===== src/hw/dtg_regs.vh =====
`ifndef DTG_REGS_VH
`define DTG_REGS_VH

// ============================================================
// Register indices; byte address is four times the index
`define DTG_IDX_FIRST_FREQ 25'h1FF80B0
`define DTG_IDX_MOD_FREQ 25'h1FF80B2
`define DTG_IDX_SECOND_FREQ 25'h1FF80BA
`define DTG_IDX_SWITCH_TIME 25'h1FF80BC
`define DTG_IDX_TOTAL_TIME 25'h1FF80BE
`define DTG_IDX_CONTROL 25'h1FF80A0
`define DTG_IDX_STATUS 25'h1FF80A2

// ============================================================
// Field layout
`define DTG_VAL_MSB 9
`define DTG_VAL_LSB 0
`define DTG_CTRL_PIN_EN_BIT 0
`define DTG_STAT_DUAL_OUT_BIT 0
`define DTG_STAT_MOD_OUT_BIT 1
`define DTG_STAT_SECOND_BIT 2
`define DTG_STAT_WAIT_BIT 3
`define DTG_STAT_PAT_LSB 16
`define DTG_STAT_PAT_MSB 25

// ============================================================
// Reset values
`define DTG_RST_VAL 10'h000
`define DTG_RST_PIN_EN 1'b0

// ============================================================
// Timing: divider stages and pattern timebase
`define DTG_HALF_SHIFT 6
`define DTG_CLK_PERIOD_NS 50
`define DTG_TIMEBASE_NS 102400
`define DTG_TIMEBASE_CYC (`DTG_TIMEBASE_NS / `DTG_CLK_PERIOD_NS)

`endif


===== src/hw/dtg_tone_gen.v =====
`timescale 1ns/1ps
`include "dtg_regs.vh"

// One square-wave tone generator, half period = divisor * 64 clocks
module dtg_tone_gen (
    // Clock and reset
    input wire hclk,
    input wire hresetn,
    // Control
    input wire [9:0] divisor,
    input wire hold_low,
    // Output
    output wire tone_out,
    output wire running
);

reg [9:0] div_r;
reg [15:0] cnt_r;
reg out_r;
wire [15:0] half_cyc;
wire half_end;

// Half period in clocks: divisor * 8 * 8, both halves equal
assign half_cyc = {div_r, 6'h00};
assign half_end = (cnt_r == (half_cyc - 16'h0001));
assign tone_out = out_r;
assign running = (div_r != 10'h000);

// ============================================================
// Divider and output state
always @(posedge hclk or negedge hresetn) begin
    if (!hresetn) begin
        div_r <= 10'h000;
        cnt_r <= 16'h0000;
        out_r <= 1'b0;
    end else if (div_r == 10'h000) begin
        // Idle: low until a nonzero divisor arrives with hold_low clear
        cnt_r <= 16'h0000;
        out_r <= 1'b0;
        if (divisor != 10'h000 && !hold_low) begin
            div_r <= divisor;
            out_r <= 1'b1;
        end
    end else if (half_end) begin
        cnt_r <= 16'h0000;
        if (out_r) begin
            out_r <= 1'b0;
        end else if (divisor == 10'h000 || hold_low) begin
            // Stop only at a cycle boundary, never mid-pulse
            div_r <= 10'h000;
        end else begin
            // New divisor takes effect at the start of a cycle
            div_r <= divisor;
            out_r <= 1'b1;
        end
    end else begin
        cnt_r <= cnt_r + 16'h0001;
    end
end

endmodule // dtg_tone_gen


===== src/hw/dtg_top.v =====
// Local design decision: register access over AHB-Lite.
`timescale 1ns/1ps
`include "dtg_regs.vh"

// Behaviour
// - Two tone generators, dual-tone and modulating, run independently of each other.
// - Each tone output is a square wave with equal high and low halves.
// - A new frequency value applies only at the start of the next cycle.
// - Modulating tone goes to its pin and to the bell/ringer modulator.
// - Switch and total times count 102.4 us steps, range zero to 104.8 ms.
// - Tone frequency is clock divided by divisor times eight, eight, two.
// - A zero divisor in effect disables the generator and drives it low.
// - Every frequency and time value is a 10-bit read/write field, bits 9:0.
// - Pattern gives first frequency until switch time, then second until total.
// - Zero switch time gives second frequency for the whole pattern.
// - Switch time at or above total gives first frequency throughout.
// - Zero total time clears pattern counters and holds output low after high.
// - Nonzero total time releases the pattern counters and dual-tone generation.
// - Pattern restart at total expiry waits until the tone output is low.
// - Pin enable gates only the pin; the modulator still gets the tone.
module dtg_top (
    // Clock and reset
    input wire hclk,
    input wire hresetn,
    // AHB-Lite slave
    input wire hsel,
    input wire [31:0] haddr,
    input wire [1:0] htrans,
    input wire hwrite,
    input wire [2:0] hsize,
    input wire [31:0] hwdata,
    input wire hready,
    output wire hreadyout,
    output wire hresp,
    output wire [31:0] hrdata,
    // Tone outputs
    output wire dual_tone_out,
    output wire modulating_tone_pin,
    output wire modulation_source_tone
);

// ============================================================
// Address helper
function [31:0] dtg_addr;
    input [24:0] idx;
    begin
        dtg_addr = {5'h00, idx, 2'b00};
    end
endfunction

// ============================================================
// Declarations
reg [9:0] first_freq_r;
reg [9:0] first_freq_nxt;
reg [9:0] mod_freq_r;
reg [9:0] mod_freq_nxt;
reg [9:0] second_freq_r;
reg [9:0] second_freq_nxt;
reg [9:0] switch_time_r;
reg [9:0] switch_time_nxt;
reg [9:0] total_time_r;
reg [9:0] total_time_nxt;
reg pin_en_r;
reg pin_en_nxt;
reg wr_pend_r;
reg [31:0] wr_addr_r;
reg [31:0] rdata_r;
reg [31:0] rdata_nxt;
reg [11:0] presc_r;
reg [9:0] pat_r;
reg wait_r;
wire addr_phase;
wire tick;
wire pat_enable;
wire use_second;
wire [9:0] dual_divisor;
wire dual_tone;
wire mod_tone;
wire dual_running;
wire mod_running;
wire [31:0] status_word;

// ============================================================
// Bus slave: zero wait states, always OKAY
assign hreadyout = 1'b1;
assign hresp = 1'b0;
assign hrdata = rdata_r;
assign addr_phase = hsel && hready && htrans[1];

// Data-phase write tracking
always @(posedge hclk or negedge hresetn) begin
    if (!hresetn) begin
        wr_pend_r <= 1'b0;
        wr_addr_r <= 32'h00000000;
    end else if (hready) begin
        wr_pend_r <= addr_phase && hwrite;
        wr_addr_r <= haddr;
    end
end

// Register next values, write lands in its data phase
always @* begin
    first_freq_nxt = first_freq_r;
    mod_freq_nxt = mod_freq_r;
    second_freq_nxt = second_freq_r;
    switch_time_nxt = switch_time_r;
    total_time_nxt = total_time_r;
    pin_en_nxt = pin_en_r;
    if (wr_pend_r) begin
        case (wr_addr_r)
            dtg_addr(`DTG_IDX_FIRST_FREQ):
                first_freq_nxt = hwdata[`DTG_VAL_MSB:`DTG_VAL_LSB];
            dtg_addr(`DTG_IDX_MOD_FREQ):
                mod_freq_nxt = hwdata[`DTG_VAL_MSB:`DTG_VAL_LSB];
            dtg_addr(`DTG_IDX_SECOND_FREQ):
                second_freq_nxt = hwdata[`DTG_VAL_MSB:`DTG_VAL_LSB];
            dtg_addr(`DTG_IDX_SWITCH_TIME):
                switch_time_nxt = hwdata[`DTG_VAL_MSB:`DTG_VAL_LSB];
            dtg_addr(`DTG_IDX_TOTAL_TIME):
                total_time_nxt = hwdata[`DTG_VAL_MSB:`DTG_VAL_LSB];
            dtg_addr(`DTG_IDX_CONTROL):
                pin_en_nxt = hwdata[`DTG_CTRL_PIN_EN_BIT];
            default: begin
                // Unmapped write is ignored
                pin_en_nxt = pin_en_r;
            end
        endcase
    end
end

// Registers
always @(posedge hclk or negedge hresetn) begin
    if (!hresetn) begin
        first_freq_r <= `DTG_RST_VAL;
        mod_freq_r <= `DTG_RST_VAL;
        second_freq_r <= `DTG_RST_VAL;
        switch_time_r <= `DTG_RST_VAL;
        total_time_r <= `DTG_RST_VAL;
        pin_en_r <= `DTG_RST_PIN_EN;
    end else begin
        first_freq_r <= first_freq_nxt;
        mod_freq_r <= mod_freq_nxt;
        second_freq_r <= second_freq_nxt;
        switch_time_r <= switch_time_nxt;
        total_time_r <= total_time_nxt;
        pin_en_r <= pin_en_nxt;
    end
end

// ============================================================
// Status word showing live generator state
// Bit 0 dual tone level, bit 1 modulating tone level
// Bit 2 second frequency selected for the dual tone
// Bit 3 pattern expired and waiting for a low output
// Bit 4 dual generator running, bit 5 modulating generator running
// Bits 25:16 pattern position in timebase steps
// Read only; writes to this word are ignored
assign status_word = {6'h00, pat_r, 10'h000, mod_running, dual_running,
    wait_r, use_second, mod_tone, dual_tone};

// Read data, taken from next values so a read after a write sees it
// Upper bits of every value word read as zero
// Unmapped addresses read as zero as well
always @* begin
    rdata_nxt = 32'h00000000;
    case (haddr)
        dtg_addr(`DTG_IDX_FIRST_FREQ): rdata_nxt = {22'h000000, first_freq_nxt};
        dtg_addr(`DTG_IDX_MOD_FREQ): rdata_nxt = {22'h000000, mod_freq_nxt};
        dtg_addr(`DTG_IDX_SECOND_FREQ): rdata_nxt = {22'h000000, second_freq_nxt};
        dtg_addr(`DTG_IDX_SWITCH_TIME): rdata_nxt = {22'h000000, switch_time_nxt};
        dtg_addr(`DTG_IDX_TOTAL_TIME): rdata_nxt = {22'h000000, total_time_nxt};
        dtg_addr(`DTG_IDX_CONTROL): rdata_nxt = {31'h00000000, pin_en_nxt};
        dtg_addr(`DTG_IDX_STATUS): rdata_nxt = status_word;
        default: rdata_nxt = 32'h00000000;
    endcase
end

// Read data register, loaded in the address phase of a read
always @(posedge hclk or negedge hresetn) begin
    if (!hresetn) begin
        rdata_r <= 32'h00000000;
    end else if (addr_phase && !hwrite) begin
        rdata_r <= rdata_nxt;
    end else if (hready) begin
        rdata_r <= 32'h00000000;
    end
end

// ============================================================
// Pattern timebase and counter
assign pat_enable = (total_time_r != 10'h000);
assign tick = pat_enable && !wait_r
    && (presc_r == `DTG_TIMEBASE_CYC - 1);

// First frequency while below switch time, else second
assign use_second = (pat_r >= switch_time_r);
assign dual_divisor = use_second ? second_freq_r : first_freq_r;

// Shared prescaler, cleared while the pattern is stopped
// Also held at zero while an expired pattern waits for a low output,
// so the next pattern starts with a whole first step
always @(posedge hclk or negedge hresetn) begin
    if (!hresetn) begin
        presc_r <= 12'h000;
    end else if (!pat_enable || wait_r || tick) begin
        presc_r <= 12'h000;
    end else begin
        presc_r <= presc_r + 12'h001;
    end
end

// Pattern position; restart waits for a low output
always @(posedge hclk or negedge hresetn) begin
    if (!hresetn) begin
        pat_r <= 10'h000;
        wait_r <= 1'b0;
    end else if (!pat_enable) begin
        pat_r <= 10'h000;
        wait_r <= 1'b0;
    end else if (wait_r || pat_r >= total_time_r) begin
        // Expired: hold until the high level has ended
        if (!dual_tone) begin
            pat_r <= 10'h000;
            wait_r <= 1'b0;
        end else begin
            wait_r <= 1'b1;
        end
    end else if (tick) begin
        if (pat_r + 10'h001 >= total_time_r) begin
            if (dual_tone) begin
                wait_r <= 1'b1;
                pat_r <= total_time_r;
            end else begin
                pat_r <= 10'h000;
            end
        end else begin
            pat_r <= pat_r + 10'h001;
        end
    end
end

// ============================================================
// Dual-tone generator
dtg_tone_gen u_dual (
    .hclk(hclk),
    .hresetn(hresetn),
    .divisor(dual_divisor),
    .hold_low(!pat_enable),
    .tone_out(dual_tone),
    .running(dual_running)
);

// ============================================================
// Modulating-tone generator
dtg_tone_gen u_mod (
    .hclk(hclk),
    .hresetn(hresetn),
    .divisor(mod_freq_r),
    .hold_low(1'b0),
    .tone_out(mod_tone),
    .running(mod_running)
);

// ============================================================
// Outputs
assign dual_tone_out = dual_tone;
assign modulation_source_tone = mod_tone;
assign modulating_tone_pin = mod_tone && pin_en_r;

endmodule // dtg_top


===== config.mk =====
export PLATFORM = sky130hd
export DESIGN_NAME = dtg_top
export DESIGN_NICKNAME = d
export VERILOG_FILES = /design/src/hw/dtg_tone_gen.v /design/src/hw/dtg_top.v
export VERILOG_INCLUDE_DIRS = /design/src /design/src/hw
export SDC_FILE = /design/constraint.sdc
export NUM_CORES = 1
export LEC_CHECK = 0
export ABC_CLOCK_PERIOD_IN_PS = 3300
export BUFFER_PORTS_ARGS = -buffer_cell sky130_fd_sc_hd__buf_2
export CAP_MARGIN = 20
export CORE_MARGIN = 2
export CORE_UTILIZATION = 59
export CTS_CLUSTER_DIAMETER = 30
export CTS_CLUSTER_SIZE = 25
export DETAILED_ROUTE_END_ITERATION = 16
export GPL_TIMING_DRIVEN = 0
export PLACE_DENSITY = 0.8
export SLEW_MARGIN = 20
export SYNTH_ARGS = -nofsm -noshare
export SYNTH_HDL_FRONTEND = slang
export SYNTH_SLANG_ARGS = --single-unit
export TNS_END_PERCENT = 100

===== constraint.sdc =====
create_clock -name hclk -period 3.3 [get_ports hclk]
set_input_delay 0.66 -clock hclk [delete_from_list [all_inputs] [get_ports hclk]]
set_output_delay 0.66 -clock hclk [all_outputs]
set_load 0.05 [all_outputs]

# Word-level counts from Yosys, hierarchy flattened
# Cells that the tools add are included.
# word_totals
n_memories	0
ram_bits	0
latchBits	0
output_inout_bits	37
romBits	0
register_bits	193
inputBits	74
# classes
n_bitwise	0
n_mux	53
order_cmp	3
eq_ne	24
n_div	0
multipliers	0
n_addsub	6
n_shift	0
reduce_logical	31
# ops
op	count
$eq A32 B27 Y1 const B	13
$mux W10	27
$pmux W26 S7	1
$mux W16	4
$mux W32	2
$reduce_bool A10 Y1	5
$logic_not A10 Y1	4
$add A16 B1 Y16 const B	2
$eq A16 B16 Y1	2
$sub A16 B1 Y16 const B	2
$ge A10 B10 Y1	3
$mux W1	18
$add A12 B1 Y12 const B	1
$eq A12 B11 Y1 const B	1
$mux W12	1
$add A10 B1 Y10 const B	1
$reduce_and A3 Y1	3
$logic_and A1 B1 Y1	8
$ne A2 B2 Y1 const B	4
$ne A3 B1 Y1 const B	2
$reduce_bool A2 Y1	3
$logic_or A1 B1 Y1	4
$logic_not A1 Y1	3
$ne A3 B2 Y1 const B	1
other kinds (2)	2

# Depth between registers and ports, before layout
# Gate-level depths: netlist (run 1).
# depth
word_depth	8
depth_mapped	13
depth_no_buf	12

# Cells and area by module
# From an unflattened synthesis (run 1), not the netlist that was laid out.
# hier_totals
hier_cells	1002
hier_area_um2	10153.5
# modules_own_cells
module	cells_each	instances	area_each_um2	seq_area_each_um2
dtg_top	656	1	6920.4	3178.0
dtg_tone_gen	173	2	1616.6	675.6

# Worst setup path after synthesis (run 1)
# OpenSTA, ideal clock, no wires.
# synth_timing
path_kind	reg2reg
start	register pat_r[2]
end	register pat_r[8]
stages_incl_launch_ff	11
t_required_ns	3.174
arrival_time_ns	2.676
synth_period_minus_slack_ns	2.802
path_slack_ns	0.498
path_buffers	1
cell_sequence	dfrtp_1 > and3_1 > xor2_1 > ha_1 > or4_1 > o2111ai_1 > a21oi_1 > o32a_1 > and3_1 > clkbuf_1 > a221o_1
# synth_between
elab_chain_cells	6
elab_cells_between_ends	11
classes_between	add/sub (1); order compare (2); eq/ne (2); mux (4); reduce/logical (2)
# synth_lines
item	line_no	text
start, declared	dtg_top.v:70	reg [9:0] pat_r;
start signal, assigned	dtg_top.v:232	pat_r <= total_time_r;
start signal, assigned	dtg_top.v:237	pat_r <= pat_r + 10'h001;
$add A10 B1 Y10	dtg_top.v:229, dtg_top.v:237	
$ge A10 B10 Y1	dtg_top.v:229	if (pat_r + 10'h001 >= total_time_r) begin
$mux W10	dtg_top.v:229	
$mux W10	dtg_top.v:228	end else if (tick) begin
$mux W10	dtg_top.v:220	end else if (wait_r || pat_r >= total_time_r) begin
$mux W10	dtg_top.v:217	end else if (!pat_enable) begin
# Parallel ways exist; a longest one is shown, timed or not. The select of a mux whose other input is x is not followed.
# A chain may end at the register's enable or synchronous reset.

# Final worst setup path (run 1)
# layout_timing
start	register pat_r[1]
end	register pat_r[7]
# The elaborated chain is that of the path after synthesis.

==> results of run 1 <==
worst paths after layout:
check	end	cells past startpoint	slack [ns]	from
setup / recovery	pat_r[7]	11	0.12	pat_r[1]
hold / removal	u_mod.cnt_r[6]	1	0.04	hresetn
setup reg to reg	pat_r[7]	11	0.12	pat_r[1]
hold reg to reg	u_mod.cnt_r[0]	1	0.49	u_mod.cnt_r[0]
max in group asynchronous	wr_addr_r[27]	3	2.21	hresetn
min in group hclk	wr_addr_r[12]	2	0.46	haddr[12]
final cells by class:
cell class	instances	share of cell area (%)
multi-input combinational	698	44.77
sequential	181	39.21
timing repair buffer	79	4.070
clock buffer	18	3.713
tap	220	2.381
buffer	46	2.262
inverter	62	2.013
clock inverter	14	1.580
stage by stage:
| stage | total power, uW | TNS, ns | worst slack [ns] |
|---|---|---|---|
| CTS | 4630 | 0 | 0.006450 |
| detailed placement | 2570 | -0.06532 | -0.03448 |
| floorplan | 2446 | 0 | 0.4976 |
| global placement | 2554 | -240.51 | -1.352 |
| finish | 4609 | 0 | 0.1172 |
| global route | 4755 | 0 | 0.001006 |
cells in the final DEF, fill, tap and decap left out, types with 7 or more instances in the layout:
master,synthesis,layout
a211oi_1,7,7
inv_1,62,62
mux2i_1,20,20
buf_4,16,24
xnor2_1,36,35
o22ai_1,7,7
conb_1,2,14
mux2_4,8,8
dfrtp_1,181,179
nand2b_1,12,11
and3_1,18,18
xor2_1,33,33
o21ai_0,38,38
nor4_1,13,12
nor3b_1,7,7
nor3_1,11,11
nor2b_1,17,17
mux2_2,79,79
nor2_1,76,76
clkbuf_16,0,17
o2bb2ai_1,8,8
nand4_1,18,18
buf_2,10,78
nand3_1,33,33
ha_1,36,36
and2_1,11,11
nand2_1,60,60
a21oi_1,13,13
clkbuf_1,15,15
kinds of logic (layout without fill, tap and decap cells):
logic type	Yosys count	after routing
multiplexers	108	108
flip-flops	181	181
AND/OR/NAND/NOR	324	324
buffers and inverters	108	219
XOR/XNOR	69	69
adder cells (fa/ha/maj)	36	36
AO/OA/AOI/OAI	147	147
other	2	14
power by group:
group / internal [uW] / switching, uW
clock network: 1090 / 992
logic: 91.8 / 142
registers: 2260 / 33.4
total: 3440 / 1170
layer usage:
| layer | vias to the layer above | share of wire, % |
|---|---|---|
| met5 | - | 0 |
| met4 | 0 | 2.2 |
| met3 | 46 | 6.1 |
| met2 | 258 | 47 |
| met1 | 3811 | 44 |
| li1 | 3681 | - |
critical path, delay by kind of cell (launching register included):
kind | cells | cell delay [ns]
AOI/OAI and AO/OA | 4 | 0.95
xor gates and xnor gates | 1 | 0.20
adders and majority gates | 2 | 0.46
buffers and inverters | 1 | 0.20
DFF | 1 | 0.46
and+or+nand+nor | 3 | 0.81
timing repair:
| action | in CTS | in global routing |
|---|---|---|
| endpoints found under the setup margin | 2 | 15 |
| gates resized for setup | 0 | 13 |
| setup buffers | 0 | 8 |
| pin swaps | 2 | 2 |
sequential cells by signal, summed over array words and instances (netlist names), 10 cells and up:
signal,count
presc_r,12
u_dual.div_r,10
pat_r,10
hrdata,20
total_time_r,10
switch_time_r,10
second_freq_r,10
u_mod.cnt_r,16
mod_freq_r,10
u_mod.div_r,10
u_dual.cnt_r,16
wr_addr_r,32
first_freq_r,10
==> reports/metrics.yaml, run 1 <==
status: "complete, no violations"
powerDensity_nw_per_um2: 398.7
rows: 47
diodes: 0
io_buffer_count: 69
fp.dieArea_um2: 18220
grt-busiest-layer: "met2"
min_period_over_period_pct: 96.45
start_kind: "flop"
grt_pass1_wl_um: 39100
placed_area_um2: 10850
drt-initial-drc-count: 578
syn_inst: 975
core_um2: 16700
path_cells: "ha_1 > nand3_1 > xnor2_1 > ha_1 > or4_1 > o2111ai_1 > a21oi_1 > o32a_1 > and3_1 > clkbuf_1 > a221o_1"
synthTopCellsByArea: "dfrtp_1, mux2_2, ha_1"
crit_top_cell: "ha_1"
seq_area_frac_synth_pct: 44.76
htree_levels: 4
cts_made_buffers: 17
synthMostInstantiatedCell: "dfrtp_1"
worstSkewPairLatency_ns: 0.44
synth_edf_count: 0
yosys.area.top_type_share_pct: 44.76
worst_pin_slew_ns: 0.8793
fin_util_pct: 69.21
synth_xor_area_share_pct: 5.972
max_stage_delay_ns: 0.46
multi_input_area_um2: 5175
io_pins: 111
start_util_pct: 60.59
vias_per_cell: 5.915
setup_viol: 0
die_w_um: 135.0
hold_violations: 0
areaGrowthSynthToFinish_pct: 14.22
ir_worst_vdd_mv: 0.3837
post-route-cell-area_um2: 11560
dr.pass1.iters: 5
synthDistinctLibCells: 72
overflow: 0
cp.required_ns: 3.61
crit_slowest_cell: "dfrtp_2"
dp_cells: 1278
hold_class: "primary input to asynchronous set/reset pin"
synth_compound_area_share_pct: 10.34
fill_cells: 1240
fin_nets: 1195
critPathArrivalTime_ns: 3.50
antenna_found_initial: 0
synthMuxAreaShare_pct: 12.07
drc: 0
ant_nets: 0
rsz0062_at_grt: "no"
yosys.area_share.simple_pct: 17.47
drive_gt1_share_pct: 21.95
postSynth.asyncResetShare_pct: 100.0
synth_area_per_cell_um2: 10.38
met1_usage_pct: 37.59
cts_sinks: 181
regArea_um2: 4532
stdcell_count: 1318
die-height_um: 135.0
syn_area_um2: 10120
gp_congestion: 0.9318
grt_max_degree: 96
grtUsageMet2_pct: 44.16
wire_per_inst_um: 18.16
cp-end-kind: "flop"
synthAdderAreaFrac_pct: 4.451
synth_flop_cell: "dfrtp_1"
yosys_warnings: 0
route.vias.total: 7796
p_leak_uw: 0.005410
synth_top_family_by_area: "simple AND/OR/NAND/NOR gates"
totalWireLength_um: 23930
ys_top_cells_by_count: "dfrtp_1, mux2_2, nor2_1, inv_1, nand2_1"
period_needed_ns: 3.183
drv_cap: 0
hold_buffers: 0
cts_tree: "built"
drv_slew: 0
grt_pass1_vias: 7698
yosys_register_bits: 181
yosysTopAreaCell: "dfrtp_1"
fin_skew_ns: 0.01459
fmax_mhz: 314.2
root_buffer: "clkbuf_16"
whs_ns: 0.03640
grt_usage_pct: 27.35
hpwlAfterDp_um: 17660
clkTransAtPathRegs_ns: 0.07
path_max_fanout: 8
worstSetupPathType: "flop to flop"
clk_path_buf_depth: 2
met3_usage_pct: 4.992
relSlewSlack_pct: 39.70
Note: power is estimated with default switching activity, not from simulation.
==> run 2: changes to the inputs <==
--- a/config.mk
+++ b/config.mk
@@ -16,6 +16,8 @@
 export DETAILED_ROUTE_END_ITERATION = 16
 export GPL_TIMING_DRIVEN = 0
 export PLACE_DENSITY = 0.8
+export RECOVER_POWER = 50
+export SKIP_LAST_GASP = 1
 export SLEW_MARGIN = 20
 export SYNTH_ARGS = -nofsm -noshare
 export SYNTH_HDL_FRONTEND = slang
==> run 2 against run 1 <==
Net effect:
- fmax down 0.35%
- sequential power about the same
- combinational power down 3%
- hold slack better by 0.29 ns
- non-clock buffer count unchanged
- die area unchanged
- via count up 0.19%
- setup slack worse by 0.011 ns
- clock skew about the same
- critical path type unchanged
- critical endpoint unchanged
==> reports/metrics.yaml, run 2 (synthesized netlist as in run 1, its figures left out) <==
fp.dieArea_um2: 18220
post-route-cell-area_um2: 11500
dr.pass1.iters: 5
areaGrowthSynthToFinish_pct: 13.61
rr_startpoint: "pat_r[1]"
final_common_cell: "dfrtp_1"
vias_per_cell: 5.926
drt-initial-drc-count: 585
fin_util_pct: 68.84
ff2ff_path_depth: 11
route.vias.total: 7811
grt_max_degree: 96
cp-end-kind: "flop"
relSlewSlack_pct: 12.68
worst-path-stages: 11
grt_pass1_vias: 7698
cp.required_ns: 3.61
hold_class: "primary input to asynchronous set/reset pin"
cts_sinks: 181
drc: 0
worst_pin_slew_ns: 1.310
ir_worst_vdd_mv: 0.3825
start_kind: "flop"
grt_usage_pct: 27.35
fin_skew_ns: 0.01438
top_register: "wr_addr_r"
antenna_found_initial: 0
core_um2: 16700
path_max_fanout: 8
ant_nets: 0
cts_tree: "built"
drv_slew: 0
hold_violations: 0
max_stage_delay_ns: 0.46
io_buffer_count: 69
root_buffer: "clkbuf_16"
powerDensity_nw_per_um2: 400.1
cpLargestDelayFamily: "compound AO/OA/AOI/OAI gates"
rsz0062_at_grt: "no"
io_pins: 111
drive_gt1_share_pct: 20.86
crit_slowest_cell: "dfrtp_2"
period_needed_ns: 3.194
die-height_um: 135.0
die_w_um: 135.0
diodes: 0
start_util_pct: 60.59
clk_path_buf_depth: 2
hold_buffers: 0
placed_area_um2: 10850
critPathArrivalTime_ns: 3.51
rows: 47
setup_viol: 0
totalWireLength_um: 23900
crit_buf_inv: 1
p_leak_uw: 0.005342
cts_made_buffers: 17
htree_levels: 4
crit_top_cell: "ha_1"
path_cells: "ha_1 > nand3_1 > xnor2_1 > ha_1 > or4_1 > o2111ai_1 > a21oi_1 > o32a_1 > and3_1 > clkbuf_1 > a221o_1"
grt_pass1_wl_um: 39100
drv_cap: 0
min_period_over_period_pct: 96.79
worstSetupPathType: "flop to flop"
multi_input_area_um2: 5175
worstSkewPairLatency_ns: 0.44
final_cell_mix: "dfrtp_1, mux2_2, nor2_1"
r2r_end: "pat_r[7]"
ff2ff_setup_slack_ns: 0.11
fin_nets: 1195
regArea_um2: 4532
tns_ns: 0
clkTransAtPathRegs_ns: 0.07
whs_ns: 0.3271
fill_cells: 1251
fmax_mhz: 313.1
hpwlAfterDp_um: 17660
overflow: 0
gp_congestion: 0.9318
status: "complete, no violations"
largest_reg_flops: 32
wire_per_inst_um: 18.13
[run 2: changes by cell type in the layout (fill, tap and decap cells not counted), sizes merged]
cell    delta
buf       -13
clkbuf    +13
[run 2: worst max path at each step]
stage / slack [ns] / to / start
floorplan: 0.50 / pat_r[8] / pat_r[2]
global placement: -1.35 / wr_addr_r[18] / hresetn
detailed placement: -0.03 / hrdata[7] / wr_addr_r[1]
CTS: 0.006 / hrdata[2] / wr_addr_r[15]
global route: 0.001 / pat_r[7] / pat_r[1]
finish: 0.11 / pat_r[7] / pat_r[1]
[run 2: stage by stage]
stage | setup slack, ns | std cells | total power, uW
finish | 0.1059 | 1318 | 4600
global route | 0.001006 | 1318 | 4748
CTS | 0.006450 | 1310 | 4630
detailed placement | -0.03448 | 1278 | 2570
global placement | -1.352 | 1276 | 2554
floorplan | 0.4976 | 987 | 2446
[run 2: final cells by class]
type / instances / share of cell area, %
inverter: 62 / 2.024
tap: 220 / 2.394
multi-input combinational: 698 / 45.01
clock buffer: 18 / 3.733
timing repair buffer: 79 / 3.559
buffer: 46 / 2.274
sequential: 181 / 39.42
clock inverter: 14 / 1.589
[run 2: timing repair]
action,in CTS,in global routing
setup endpoints to repair,2,15
pin swaps,2,2
resized for setup,0,13
cloned,0,0
setup buffers,0,8
[run 2: report_power, final]
part / internal, uW / switching, uW / total [uW]
Clock: 1090 / 991 / 2080
Combinational: 85.2 / 142 / 227
Sequential: 2260 / 33.4 / 2290
[run 2: layer usage]
layer  up-vias  wire length (um)  track usage, %
li1       3686                 -               -
met1      3811             10590           37.59
met2       264             11280           44.16
met3        50              1446           4.992
met4         0               584           9.086
met5         -                 0               0
